$ cat src/design/rca_pkg.sv
`default_nettype none
package rca_pkg;
  // ----------------------------------------------------------------
  // widths and bus
  // ----------------------------------------------------------------
  localparam int VAL_W = 16;
  localparam int ADC_W = 14;
  localparam int ADDR_W = 8;
  localparam logic [1:0] RESP_OKAY = 2'h0;
  localparam logic [1:0] RESP_SLVERR = 2'h2;
  // ----------------------------------------------------------------
  // register map (byte addresses)
  // ----------------------------------------------------------------
  localparam logic [ADDR_W-1:0] REG_CTRL = 8'h00;
  localparam logic [ADDR_W-1:0] REG_STATUS = 8'h04;
  localparam logic [ADDR_W-1:0] REG_SUP_TO = 8'h08;
  localparam logic [ADDR_W-1:0] REG_SUP_CNT = 8'h0c;
  localparam logic [ADDR_W-1:0] REG_DIG = 8'h10;
  localparam logic [ADDR_W-1:0] REG_LIM = 8'h20;
  localparam logic [ADDR_W-1:0] REG_OVP = 8'h30;
  localparam logic [ADDR_W-1:0] REG_ACT = 8'h34;
  // ----------------------------------------------------------------
  // field positions and reset values
  // ----------------------------------------------------------------
  localparam int CTRL_LOCK = 0;
  localparam int CTRL_SUP_EN = 1;
  localparam int CTRL_DC_OFF = 2;
  localparam int CTRL_RANGE_HI = 3;
  localparam int CTRL_R_MODE = 4;
  localparam int STAT_EXPIRED = 4;
  localparam int STAT_DIG_ERR = 5;
  localparam logic [4:0] CTRL_RST = 5'h00;
  localparam logic [15:0] TO_RST = 16'h03e8;
  localparam logic [VAL_W-1:0] LIM_RST = 16'hffff;
  localparam logic [VAL_W-1:0] OVP_RST = 16'hffff;
  // ----------------------------------------------------------------
  // timing
  // ----------------------------------------------------------------
  localparam int CLK_NS = 10;
  localparam int TICK_NS = 1000000;
  localparam int TICK_CYC = (TICK_NS + CLK_NS - 1) / CLK_NS;
  // ----------------------------------------------------------------
  // types
  // ----------------------------------------------------------------
  typedef enum logic [1:0] {ST_MANUAL, ST_REMOTE_DIG, ST_REMOTE_ANA, ST_LOCKED} rca_loc_t;
  typedef struct packed {
    logic [VAL_W-1:0] v;
    logic [VAL_W-1:0] c;
    logic [VAL_W-1:0] p;
    logic [VAL_W-1:0] r;
  } rca_setp_t;
  typedef struct packed {
    logic [ADC_W-1:0] v;
    logic [ADC_W-1:0] c;
    logic [ADC_W-1:0] p;
    logic [ADC_W-1:0] r;
  } rca_code_t;
  typedef struct packed {
    logic [ADC_W-1:0] v;
    logic [ADC_W-1:0] c;
  } rca_mon_t;
endpackage
`default_nettype wire

$ cat src/design/rca_top.sv
`timescale 1ns/1ns
`default_nettype none
// Notes on behaviour
// - only one remote owner: analog or a single digital interface.
// - digital request during analog control is refused with an error pulse.
// - analog select changes are ignored while a digital interface owns control.
// - register reads work in every location, also after refused requests.
// - free location runs manual values and accepts analog or digital requests.
// - local lock ends digital control; host must request again afterwards.
// - local lock suspends analog; it resumes when select is still low.
// - entering digital control keeps the last set values until host writes.
// - supervision runs only for the owning digital interface under remote.
// - every owner message reloads the supervision timer fully.
// - timer expiry leaves remote; dc input off or kept per setting.
// - supervision enable is writable at any time.
// - a new timeout is used only from the next interval on.
// - supervision timer is independent of any network connection timeout.
// - analog gives voltage, current, power together; resistance optionally.
// - overvoltage and alarm thresholds cannot be set from the analog port.
// - displayed set values follow the analog inputs under analog control; resistance only with r mode, else manual.
// - low range: 5 V reference, 0..5 V maps to full scale.
// - high range: 10 V reference, 0..10 V maps to full scale.
// - every set value is clipped to its adjustment limit.
// - select input low requests analog control, high means manual.
module rca_top
  import rca_pkg::*;
#(
  parameter int N_DIG = 2,
  parameter int TICK_CYCLES = TICK_CYC,
  parameter int TO_W = 16
) (
  // clock and reset
  input wire logic I_SYS_CLK,
  input wire logic I_RST_N,
  // axi4-lite write
  input wire logic [ADDR_W-1:0] I_AWADDR,
  input wire logic I_AWVALID,
  output logic O_AWREADY,
  input wire logic [31:0] I_WDATA,
  input wire logic [3:0] I_WSTRB,
  input wire logic I_WVALID,
  output logic O_WREADY,
  output logic [1:0] O_BRESP,
  output logic O_BVALID,
  input wire logic I_BREADY,
  // axi4-lite read
  input wire logic [ADDR_W-1:0] I_ARADDR,
  input wire logic I_ARVALID,
  output logic O_ARREADY,
  output logic [31:0] O_RDATA,
  output logic [1:0] O_RRESP,
  output logic O_RVALID,
  input wire logic I_RREADY,
  // digital interfaces
  input wire logic [N_DIG-1:0] I_DIG_REQ,
  input wire logic [N_DIG-1:0] I_DIG_REL,
  input wire logic [N_DIG-1:0] I_DIG_MSG,
  output logic [N_DIG-1:0] O_DIG_ERR,
  // analog port
  input wire logic I_REMOTE_SEL_N,
  input wire rca_code_t I_ANA_CODE,
  output logic O_VREF_HIGH,
  output var rca_mon_t O_MON,
  // set values and actual values
  input wire rca_setp_t I_MAN_SETP,
  input wire logic [VAL_W-1:0] I_ACT_V,
  input wire logic [VAL_W-1:0] I_ACT_C,
  output var rca_setp_t O_DISP_SETP,
  output var rca_setp_t O_SETP,
  output logic [VAL_W-1:0] O_OVP_THR,
  // dc input and location
  input wire logic I_DC_ON,
  output logic O_DC_OFF_REQ,
  output var rca_loc_t O_LOC
);
  localparam int OWN_W = (N_DIG > 1) ? $clog2(N_DIG) : 1;
  localparam int TW = $clog2(TICK_CYCLES);
  rca_loc_t loc;
  logic [OWN_W-1:0] owner, dig_pick;
  logic dig_any, tick, aw_full, w_full, wr_do, st_expired, st_dig_err;
  logic [4:0] ctrl_q;
  logic [TO_W-1:0] to_pending, sup_cnt;
  logic [3:0][VAL_W-1:0] dig_q, lim_q, setp_q, next_arr;
  rca_setp_t next_disp;
  logic [VAL_W-1:0] ovp_q;
  logic [TW-1:0] tick_cnt;
  logic [ADDR_W-1:0] aw_addr, wa;
  logic [31:0] w_data_q, rd_word, wr_word;
  logic [3:0] w_strb_q;
  logic [7:0] st_clr;
  wire logic lock = ctrl_q[CTRL_LOCK];
  wire logic hi = ctrl_q[CTRL_RANGE_HI];
  wire logic analog_req = !I_REMOTE_SEL_N;
  wire logic own_rel = (loc == ST_REMOTE_DIG) && I_DIG_REL[owner];
  wire logic own_msg = (loc == ST_REMOTE_DIG) && I_DIG_MSG[owner];
  wire logic enter_dig = (loc == ST_MANUAL) && !lock && !analog_req && dig_any;
  wire logic sup_run = (loc == ST_REMOTE_DIG) && ctrl_q[CTRL_SUP_EN];
  wire logic sup_expire = sup_run && !lock && tick && !own_msg && (sup_cnt <= TO_W'(1)); // lock wins over expiry
  assign O_LOC = loc;
  assign O_SETP = setp_q;
  assign next_arr = next_disp;
  assign wa = {aw_addr[ADDR_W-1:2], 2'b00};
  assign wr_do = aw_full && w_full && !O_BVALID;
  assign st_clr = (wr_do && wa == REG_STATUS && w_strb_q[0]) ? w_data_q[7:0] : 8'h00;

  // ----------------------------------------------------------------
  // register access helpers
  // ----------------------------------------------------------------
  function automatic logic [31:0] reg_read(input logic [ADDR_W-1:0] a);
    logic [ADDR_W-1:0] w;
    w = {a[ADDR_W-1:2], 2'b00};
    reg_read = 32'h0000_0000;
    if (w == REG_CTRL) reg_read = 32'(ctrl_q);
    else if (w == REG_STATUS) reg_read = 32'({st_dig_err, st_expired, 2'(owner), loc});
    else if (w == REG_SUP_TO) reg_read = 32'(to_pending);
    else if (w == REG_SUP_CNT) reg_read = 32'(sup_cnt);
    else if (w[ADDR_W-1:4] == REG_DIG[ADDR_W-1:4]) reg_read = 32'(dig_q[~w[3:2]]);
    else if (w[ADDR_W-1:4] == REG_LIM[ADDR_W-1:4]) reg_read = 32'(lim_q[~w[3:2]]);
    else if (w == REG_OVP) reg_read = 32'(ovp_q);
    else if (w == REG_ACT) reg_read = {I_ACT_C, I_ACT_V};
  endfunction

  function automatic logic [31:0] wmerge(input logic [31:0] old, input logic [31:0] d, input logic [3:0] s);
    logic [31:0] r;
    r = old;
    for (int b = 0; b < 4; b++) if (s[b]) r[b*8 +: 8] = d[b*8 +: 8];
    return r;
  endfunction

  function automatic logic [VAL_W-1:0] ana_frac(input logic [ADC_W-1:0] code, input logic h);
    if (h) ana_frac = VAL_W'(code) << (VAL_W - ADC_W);
    else if (code[ADC_W-1]) ana_frac = '1;
    else ana_frac = VAL_W'(code) << (VAL_W - ADC_W + 1);
  endfunction

  always_comb begin
    rd_word = reg_read(I_ARADDR);
    wr_word = wmerge(reg_read(wa), w_data_q, w_strb_q);
  end

  // ----------------------------------------------------------------
  // axi4-lite slave
  // ----------------------------------------------------------------
  always_ff @(posedge I_SYS_CLK or negedge I_RST_N) begin
    if (!I_RST_N) begin
      aw_full <= 1'b0;
      aw_addr <= '0;
      O_AWREADY <= 1'b0;
    end else if (O_AWREADY && I_AWVALID) begin
      aw_full <= 1'b1;
      aw_addr <= I_AWADDR;
      O_AWREADY <= 1'b0;
    end else if (wr_do) begin
      aw_full <= 1'b0;
      O_AWREADY <= 1'b1;
    end else if (!aw_full) begin
      O_AWREADY <= 1'b1;
    end
  end

  always_ff @(posedge I_SYS_CLK or negedge I_RST_N) begin
    if (!I_RST_N) begin
      w_full <= 1'b0;
      w_data_q <= '0;
      w_strb_q <= '0;
      O_WREADY <= 1'b0;
    end else if (O_WREADY && I_WVALID) begin
      w_full <= 1'b1;
      w_data_q <= I_WDATA;
      w_strb_q <= I_WSTRB;
      O_WREADY <= 1'b0;
    end else if (wr_do) begin
      w_full <= 1'b0;
      O_WREADY <= 1'b1;
    end else if (!w_full) begin
      O_WREADY <= 1'b1;
    end
  end

  always_ff @(posedge I_SYS_CLK or negedge I_RST_N) begin
    if (!I_RST_N) begin
      O_BVALID <= 1'b0;
      O_BRESP <= RESP_OKAY;
    end else if (wr_do) begin
      O_BVALID <= 1'b1;
      O_BRESP <= (wa <= REG_ACT) ? RESP_OKAY : RESP_SLVERR;
    end else if (I_BREADY) begin
      O_BVALID <= 1'b0;
    end
  end

  always_ff @(posedge I_SYS_CLK or negedge I_RST_N) begin
    if (!I_RST_N) begin
      O_ARREADY <= 1'b0;
      O_RVALID <= 1'b0;
      O_RDATA <= '0;
      O_RRESP <= RESP_OKAY;
    end else if (O_ARREADY && I_ARVALID) begin
      O_ARREADY <= 1'b0;
      O_RVALID <= 1'b1;
      O_RDATA <= rd_word;
      O_RRESP <= ({I_ARADDR[ADDR_W-1:2], 2'b00} <= REG_ACT) ? RESP_OKAY : RESP_SLVERR;
    end else if (O_RVALID && I_RREADY) begin
      O_RVALID <= 1'b0;
      O_ARREADY <= 1'b1;
    end else if (!O_RVALID) begin
      O_ARREADY <= 1'b1;
    end
  end

  // ----------------------------------------------------------------
  // configuration registers
  // ----------------------------------------------------------------
  always_ff @(posedge I_SYS_CLK or negedge I_RST_N) begin
    if (!I_RST_N) begin
      ctrl_q <= CTRL_RST;
      to_pending <= TO_W'(TO_RST);
      lim_q <= {4{LIM_RST}};
      ovp_q <= OVP_RST;
    end else if (wr_do) begin
      if (wa == REG_CTRL) ctrl_q <= wr_word[4:0];
      else if (wa == REG_SUP_TO) to_pending <= wr_word[TO_W-1:0];
      else if (wa[ADDR_W-1:4] == REG_LIM[ADDR_W-1:4]) lim_q[~wa[3:2]] <= wr_word[VAL_W-1:0];
      else if (wa == REG_OVP) ovp_q <= wr_word[VAL_W-1:0];
    end
  end

  // sticky status, set beats write-one-to-clear
  always_ff @(posedge I_SYS_CLK or negedge I_RST_N) begin
    if (!I_RST_N) begin
      st_expired <= 1'b0;
      st_dig_err <= 1'b0;
    end else begin
      if (sup_expire) st_expired <= 1'b1;
      else if (st_clr[STAT_EXPIRED]) st_expired <= 1'b0;
      if (|O_DIG_ERR) st_dig_err <= 1'b1;
      else if (st_clr[STAT_DIG_ERR]) st_dig_err <= 1'b0;
    end
  end

  // ----------------------------------------------------------------
  // control location arbiter
  // ----------------------------------------------------------------
  always_comb begin
    dig_any = 1'b0;
    dig_pick = '0;
    for (int i = N_DIG - 1; i >= 0; i--) begin
      if (I_DIG_REQ[i]) begin
        dig_any = 1'b1;
        dig_pick = OWN_W'(i);
      end
    end
  end

  always_ff @(posedge I_SYS_CLK or negedge I_RST_N) begin
    if (!I_RST_N) begin
      loc <= ST_MANUAL;
      owner <= '0;
    end else begin
      case (loc)
        ST_MANUAL: begin
          if (lock) loc <= ST_LOCKED;
          else if (analog_req) loc <= ST_REMOTE_ANA;
          else if (dig_any) begin
            loc <= ST_REMOTE_DIG;
            owner <= dig_pick;
          end
        end
        ST_REMOTE_ANA: begin
          if (lock) loc <= ST_LOCKED;
          else if (!analog_req) loc <= ST_MANUAL;
        end
        ST_REMOTE_DIG: begin
          // select input is not looked at here
          if (lock) loc <= ST_LOCKED;
          else if (sup_expire || own_rel) loc <= ST_MANUAL;
        end
        default: begin
          // analog comes back through manual if select is still low
          if (!lock) loc <= ST_MANUAL;
        end
      endcase
    end
  end

  for (genvar g = 0; g < N_DIG; g++) begin : g_dig
    wire logic grant = (enter_dig && dig_pick == OWN_W'(g)) ||
                       (loc == ST_REMOTE_DIG && !lock && owner == OWN_W'(g));
    always_ff @(posedge I_SYS_CLK or negedge I_RST_N) begin
      if (!I_RST_N) O_DIG_ERR[g] <= 1'b0;
      else O_DIG_ERR[g] <= I_DIG_REQ[g] && !grant;
    end
  end

  // ----------------------------------------------------------------
  // communication supervision
  // ----------------------------------------------------------------
  always_ff @(posedge I_SYS_CLK or negedge I_RST_N) begin
    if (!I_RST_N) begin
      tick_cnt <= '0;
      tick <= 1'b0;
    end else if (tick_cnt == TW'(TICK_CYCLES - 1)) begin
      tick_cnt <= '0;
      tick <= 1'b1;
    end else begin
      tick_cnt <= tick_cnt + 1'b1;
      tick <= 1'b0;
    end
  end

  // own tick only, no link timeout feeds it
  always_ff @(posedge I_SYS_CLK or negedge I_RST_N) begin
    if (!I_RST_N) sup_cnt <= '0;
    else if (!sup_run || own_msg) sup_cnt <= to_pending;
    else if (tick && sup_cnt != '0) sup_cnt <= sup_cnt - 1'b1;
  end

  always_ff @(posedge I_SYS_CLK or negedge I_RST_N) begin
    if (!I_RST_N) O_DC_OFF_REQ <= 1'b0;
    else O_DC_OFF_REQ <= sup_expire && I_DC_ON && ctrl_q[CTRL_DC_OFF];
  end

  // ----------------------------------------------------------------
  // set value sources, clipping and analog scaling
  // ----------------------------------------------------------------
  always_ff @(posedge I_SYS_CLK or negedge I_RST_N) begin
    if (!I_RST_N) dig_q <= '0;
    else if (enter_dig) dig_q <= O_DISP_SETP;
    else if (wr_do && wa[ADDR_W-1:4] == REG_DIG[ADDR_W-1:4]) dig_q[~wa[3:2]] <= wr_word[VAL_W-1:0];
  end

  always_comb begin
    next_disp = I_MAN_SETP;
    if (loc == ST_REMOTE_DIG) begin
      next_disp = dig_q;
    end else if (loc == ST_REMOTE_ANA) begin
      next_disp.v = ana_frac(I_ANA_CODE.v, hi);
      next_disp.c = ana_frac(I_ANA_CODE.c, hi);
      next_disp.p = ana_frac(I_ANA_CODE.p, hi);
      if (ctrl_q[CTRL_R_MODE]) next_disp.r = ana_frac(I_ANA_CODE.r, hi);
    end
  end

  always_ff @(posedge I_SYS_CLK or negedge I_RST_N) begin
    if (!I_RST_N) begin
      O_DISP_SETP <= '0;
      setp_q <= '0;
    end else begin
      O_DISP_SETP <= next_disp;
      for (int i = 0; i < 4; i++) setp_q[i] <= (next_arr[i] > lim_q[i]) ? lim_q[i] : next_arr[i];
    end
  end

  always_ff @(posedge I_SYS_CLK or negedge I_RST_N) begin
    if (!I_RST_N) begin
      O_VREF_HIGH <= 1'b0;
      O_MON <= '0;
      O_OVP_THR <= OVP_RST;
    end else begin
      O_VREF_HIGH <= hi;
      O_MON.v <= hi ? I_ACT_V[VAL_W-1 -: ADC_W] : {1'b0, I_ACT_V[VAL_W-1 -: ADC_W-1]};
      O_MON.c <= hi ? I_ACT_C[VAL_W-1 -: ADC_W] : {1'b0, I_ACT_C[VAL_W-1 -: ADC_W-1]};
      O_OVP_THR <= ovp_q;
    end
  end
endmodule
`default_nettype wire

$ cat config.mk
export PLATFORM = sky130hd
export DESIGN_NAME = rca_top
export DESIGN_NICKNAME = d
export VERILOG_FILES = /design/src/design/rca_pkg.sv /design/src/design/rca_top.sv
export SDC_FILE = /design/constraint.sdc
export NUM_CORES = 1
export LEC_CHECK = 0
export BUFFER_PORTS_ARGS = -buffer_cell sky130_fd_sc_hd__clkbuf_2
export CAP_MARGIN = 20
export CORE_MARGIN = 2
export CORE_UTILIZATION = 45
export DETAILED_ROUTE_END_ITERATION = 8
export HOLD_SLACK_MARGIN = 0.1
export PLACE_DENSITY = 0.67
export SLEW_MARGIN = 20
export SYNTH_ARGS = -nofsm -noshare
export SYNTH_HDL_FRONTEND = slang
export SYNTH_SLANG_ARGS = --single-unit
$ cat constraint.sdc
create_clock -name I_SYS_CLK -period 5.7 [get_ports I_SYS_CLK]
set_input_delay 0.57 -clock I_SYS_CLK [delete_from_list [all_inputs] [get_ports I_SYS_CLK]]
set_output_delay 0.57 -clock I_SYS_CLK [all_outputs]
set_load 0.005 [all_outputs]
==> key figures <==
Worst setup path
  – Critical path class: flip-flop to flip-flop
  – CP endpoint kind: flip-flop
  – Arrival time at the worst endpoint: around 5.2 ns
  – R2R depth: 12
  – CP max FO: 19
  – CP Data Required Time: slightly above 6 ns
  – Startpoint types: flip-flop

Synthesis
  – Syn. warnings: 0
  – Main synth FF type: dfrtp_1
  – Synth Register Bits: roughly 450
  – Syn avg cell area: roughly 11 sq um
  – Sequential area share after synthesis: 48.11%
  – Post-synth top area share: a little over a third
  – Most common cell in the netlist: dfrtp_1
  – Synth async-reset ratio: 100.0%
  – Mapped Area: 0.02341 sq mm
  – Cell taking the most area after synthesis: dfrtp_1
  – Netlist cell types: 81
  – Count of flip-flops with a built-in enable after synthesis: 0
  – Gate count after technology mapping: approximately 2200
  – Most common library cells after synthesis: dfrtp_1 (343), o21ai_0 (230), nand2_1 (216)
  – Synth top area cells: dfrtp_1 (37%), dfstp_2 (11%), mux2_2 (7.9%), mux4_2 (6.7%), o21ai_0 (4.9%)

Timing
  – Max-slew violation count: 0
  – Fin Setup TNS: 0 ns
  – Crit share post-route: between 80% and 90%
  – Worst-Margin Slew: between 1 and 1.5 ns
  – RSZ-0062 raised after global routing: false
  – Period minus WS final: roughly 4.7 ns
  – Max Clock Skew: 0.02522 ns
  – Slew HR: between 10% and 20%
  – Max Fclk: between 200 and 250 MHz
  – Final number of hold-violating endpoints: 0
  – Setup-failing EPs final: 0
  – Hold slack: about 0.16 ns

Die
  – Ports: approximately 440
  – Chip width: ~230 um
  – Die ar.: 0.05386 sq mm
  – Die span in y: about 230 um
  – Initial Util: 45.54%
  – Core Area: roughly 0.051 sq mm
  – # rows: between 80 and 90

Clock tree
  – Clock transition at path regs: 0.06 ns
  – CTS tree: yes
  – Hold buffer count at CTS: 1
  – PostCTS Resize Cnt: 0
  – Max Root-Sink Buffers: 3
  – Post-CTS setup buffers: 0
  – CTS sink count: 445
  – CTS H-tree depth: 2
  – CTS Buf Count: 49
  – Later-pin clock latency in the skew report: 0.62 ns
  – Clock tree root buffer cell: clkbuf_16

Finish
  – Register Area: ~0.011 sq mm
  – Nets: between 2000 and 3000
  – P&R area growth vs syn: 18.77%
  – Filler instances: 4566
  – Layout cells sized above 1: between 30% and 40%
  – Antenna Cells: 0
  – Multi-input logic area: about 0.011 sq mm
  – Design Area, Final: about 0.028 sq mm

Pwr
  – Pleak: 13.12 nW
  – PD cells: between 500 and 600 mW/mm^2
  – Peak supply drop: roughly 270 uV

Routing
  – Vias: about 20000
  – Drt initial violations: 2267
  – Via density: slightly above 6
  – DRC viols: 0
  – Post-route ant nets: 0
  – Final WL: ~86000 um
  – First-pass iteration count of the detailed router: 7
  – Avg WL per Cell: about 26 um

Place
  – RD Place Congestion: ~0.98
  – Placed Area: about 0.026 sq mm
  – Hpwl dp: around 64000 um
  – # port buffers: roughly 410

Global routing
  – Largest net degree at the start of global routing: 167
  – GRT Util Overall: a little under a third
  – Number of global-route vias before repair: 19325
  – First-pass GRT wire length: 125400 um
  – Grt ovf: 0
  – Initial antenna violation count: 1

Run
  – MaxCap Viol Count: 0

Worst hold path
  – Hold path depth: 2
  – Hold Crit Class: input pin to flip-flop

Status
  – Status: finished clean
==> per-stage QoR <==
stage	util [%]	instances	total power [mW]	setup slack, ns
2_1_floorplan	-	2162	9.516	1.909
3_3_place_gp	50.75	3147	12.29	1.289
3_5_place_dp	50.75	3147	12.48	1.147
4_1_cts	54.05	3240	15.87	1.129
5_1_grt	54.09	3242	16.74	0.8569
6_report	54.09	3242	15.97	0.9769
==> power by group <==
group          total (mW)  switching [mW]  internal (mW)
Clock                3.33            1.34           1.99
Combinational        6.46            3.64           2.82
Sequential           6.18            1.56           4.62
Total                16.0            6.54           9.43
==> sequential cells by signal, indices dropped and copies added (netlist names), 6 cells and up <==
name and flops:
dig_q 64, O_OVP_THR 16, to_pending 16, aw_addr 6
sup_cnt 16, tick_cnt 17, O_SETP 64, w_data_q 16
ovp_q 16, O_RDATA 32, O_DISP_SETP 64, lim_q 64
O_MON 28
==> metal layers <==
layer | GRT usage (%) | routed length, um
met1 | 42.26 | 34600
met2 | 48.84 | 39840
met3 | 6.422 | 7287
met4 | 14.28 | 3794
met5 | 0 | 13
==> worst max-delay path: stages, from the launching register on <==
cell	delay (ns)
dfrtp_1	0.58
inv_1	0.15
ha_2	0.24
nand2_1	0.55
o21ai_0	0.37
mux2_2	0.38
ha_1	0.30
nand2_1	0.13
or4_1	0.64
a21o_1	0.21
a31oi_2	0.35
buf_4	0.31
mux2_2	0.37
==> area by class of cell <==
type                    instances  area share (%)
clock inverters                19          0.8460
flip-flops and latches        445           40.53
inverters                     108           1.458
well taps                     680           3.060
repair buffers                456           8.744
multi-input cells            1461           40.15
clock buffers                  73           5.211
==> worst paths after layout <==
path                               start  slack (ns)           end
worst max-delay path            O_LOC[0]        0.98    O_SETP[12]
worst min-delay path            I_BREADY        0.16      O_BVALID
worst max register to register  O_LOC[0]        0.98    O_SETP[12]
worst min register to register  ovp_q[6]        0.38  O_OVP_THR[6]
max in group asynchronous        I_RST_N        3.59     O_MON[11]
min in group asynchronous        I_RST_N        0.53    O_SETP[26]
==> kinds of logic (layout without fill, tap and decap cells) <==
family / after synthesis / count (layout) / synth area share, %
adders and majority gates: 71 / 71 / 3.795
and+or+nand+nor: 505 / 505 / 10.50
muxes: 252 / 252 / 15.40
DFF: 445 / 445 / 48.11
AOI/OAI and AO/OA: 606 / 606 / 16.77
xor gates and xnor gates: 25 / 25 / 0.9353
other: 1 / 2 / 0.01602
buffers and inverters: 256 / 656 / 4.468
==> placed cells by master, fill, tap and decap left out, types with 9 or more instances in the layout <==
cell type	Yosys	layout
o21ai_0	230	230
nor2b_1	22	22
mux2i_1	17	17
clkbuf_1	97	13
clkbuf_2	0	412
dfrtp_1	343	339
a22oi_1	92	92
nand3_1	79	79
a21o_1	18	18
a21oi_1	82	80
o22ai_1	18	18
nand2_1	216	216
mux2_2	165	165
inv_1	107	107
xor2_1	13	13
mux4_2	70	70
dfstp_2	102	102
nor2_1	63	62
and2_1	15	15
o221ai_1	35	35
buf_4	6	39
a31oi_1	22	22
a222oi_1	15	15
a211o_1	10	10
nand4_1	23	23
and3_1	14	14
clkbuf_8	0	9
o21a_1	9	9
o31ai_1	9	9
a211oi_1	19	19
xnor2_1	12	12
ha_1	71	69
nor3_1	18	18
clkbuf_16	0	51
Note: power is estimated with default switching activity, not from simulation.
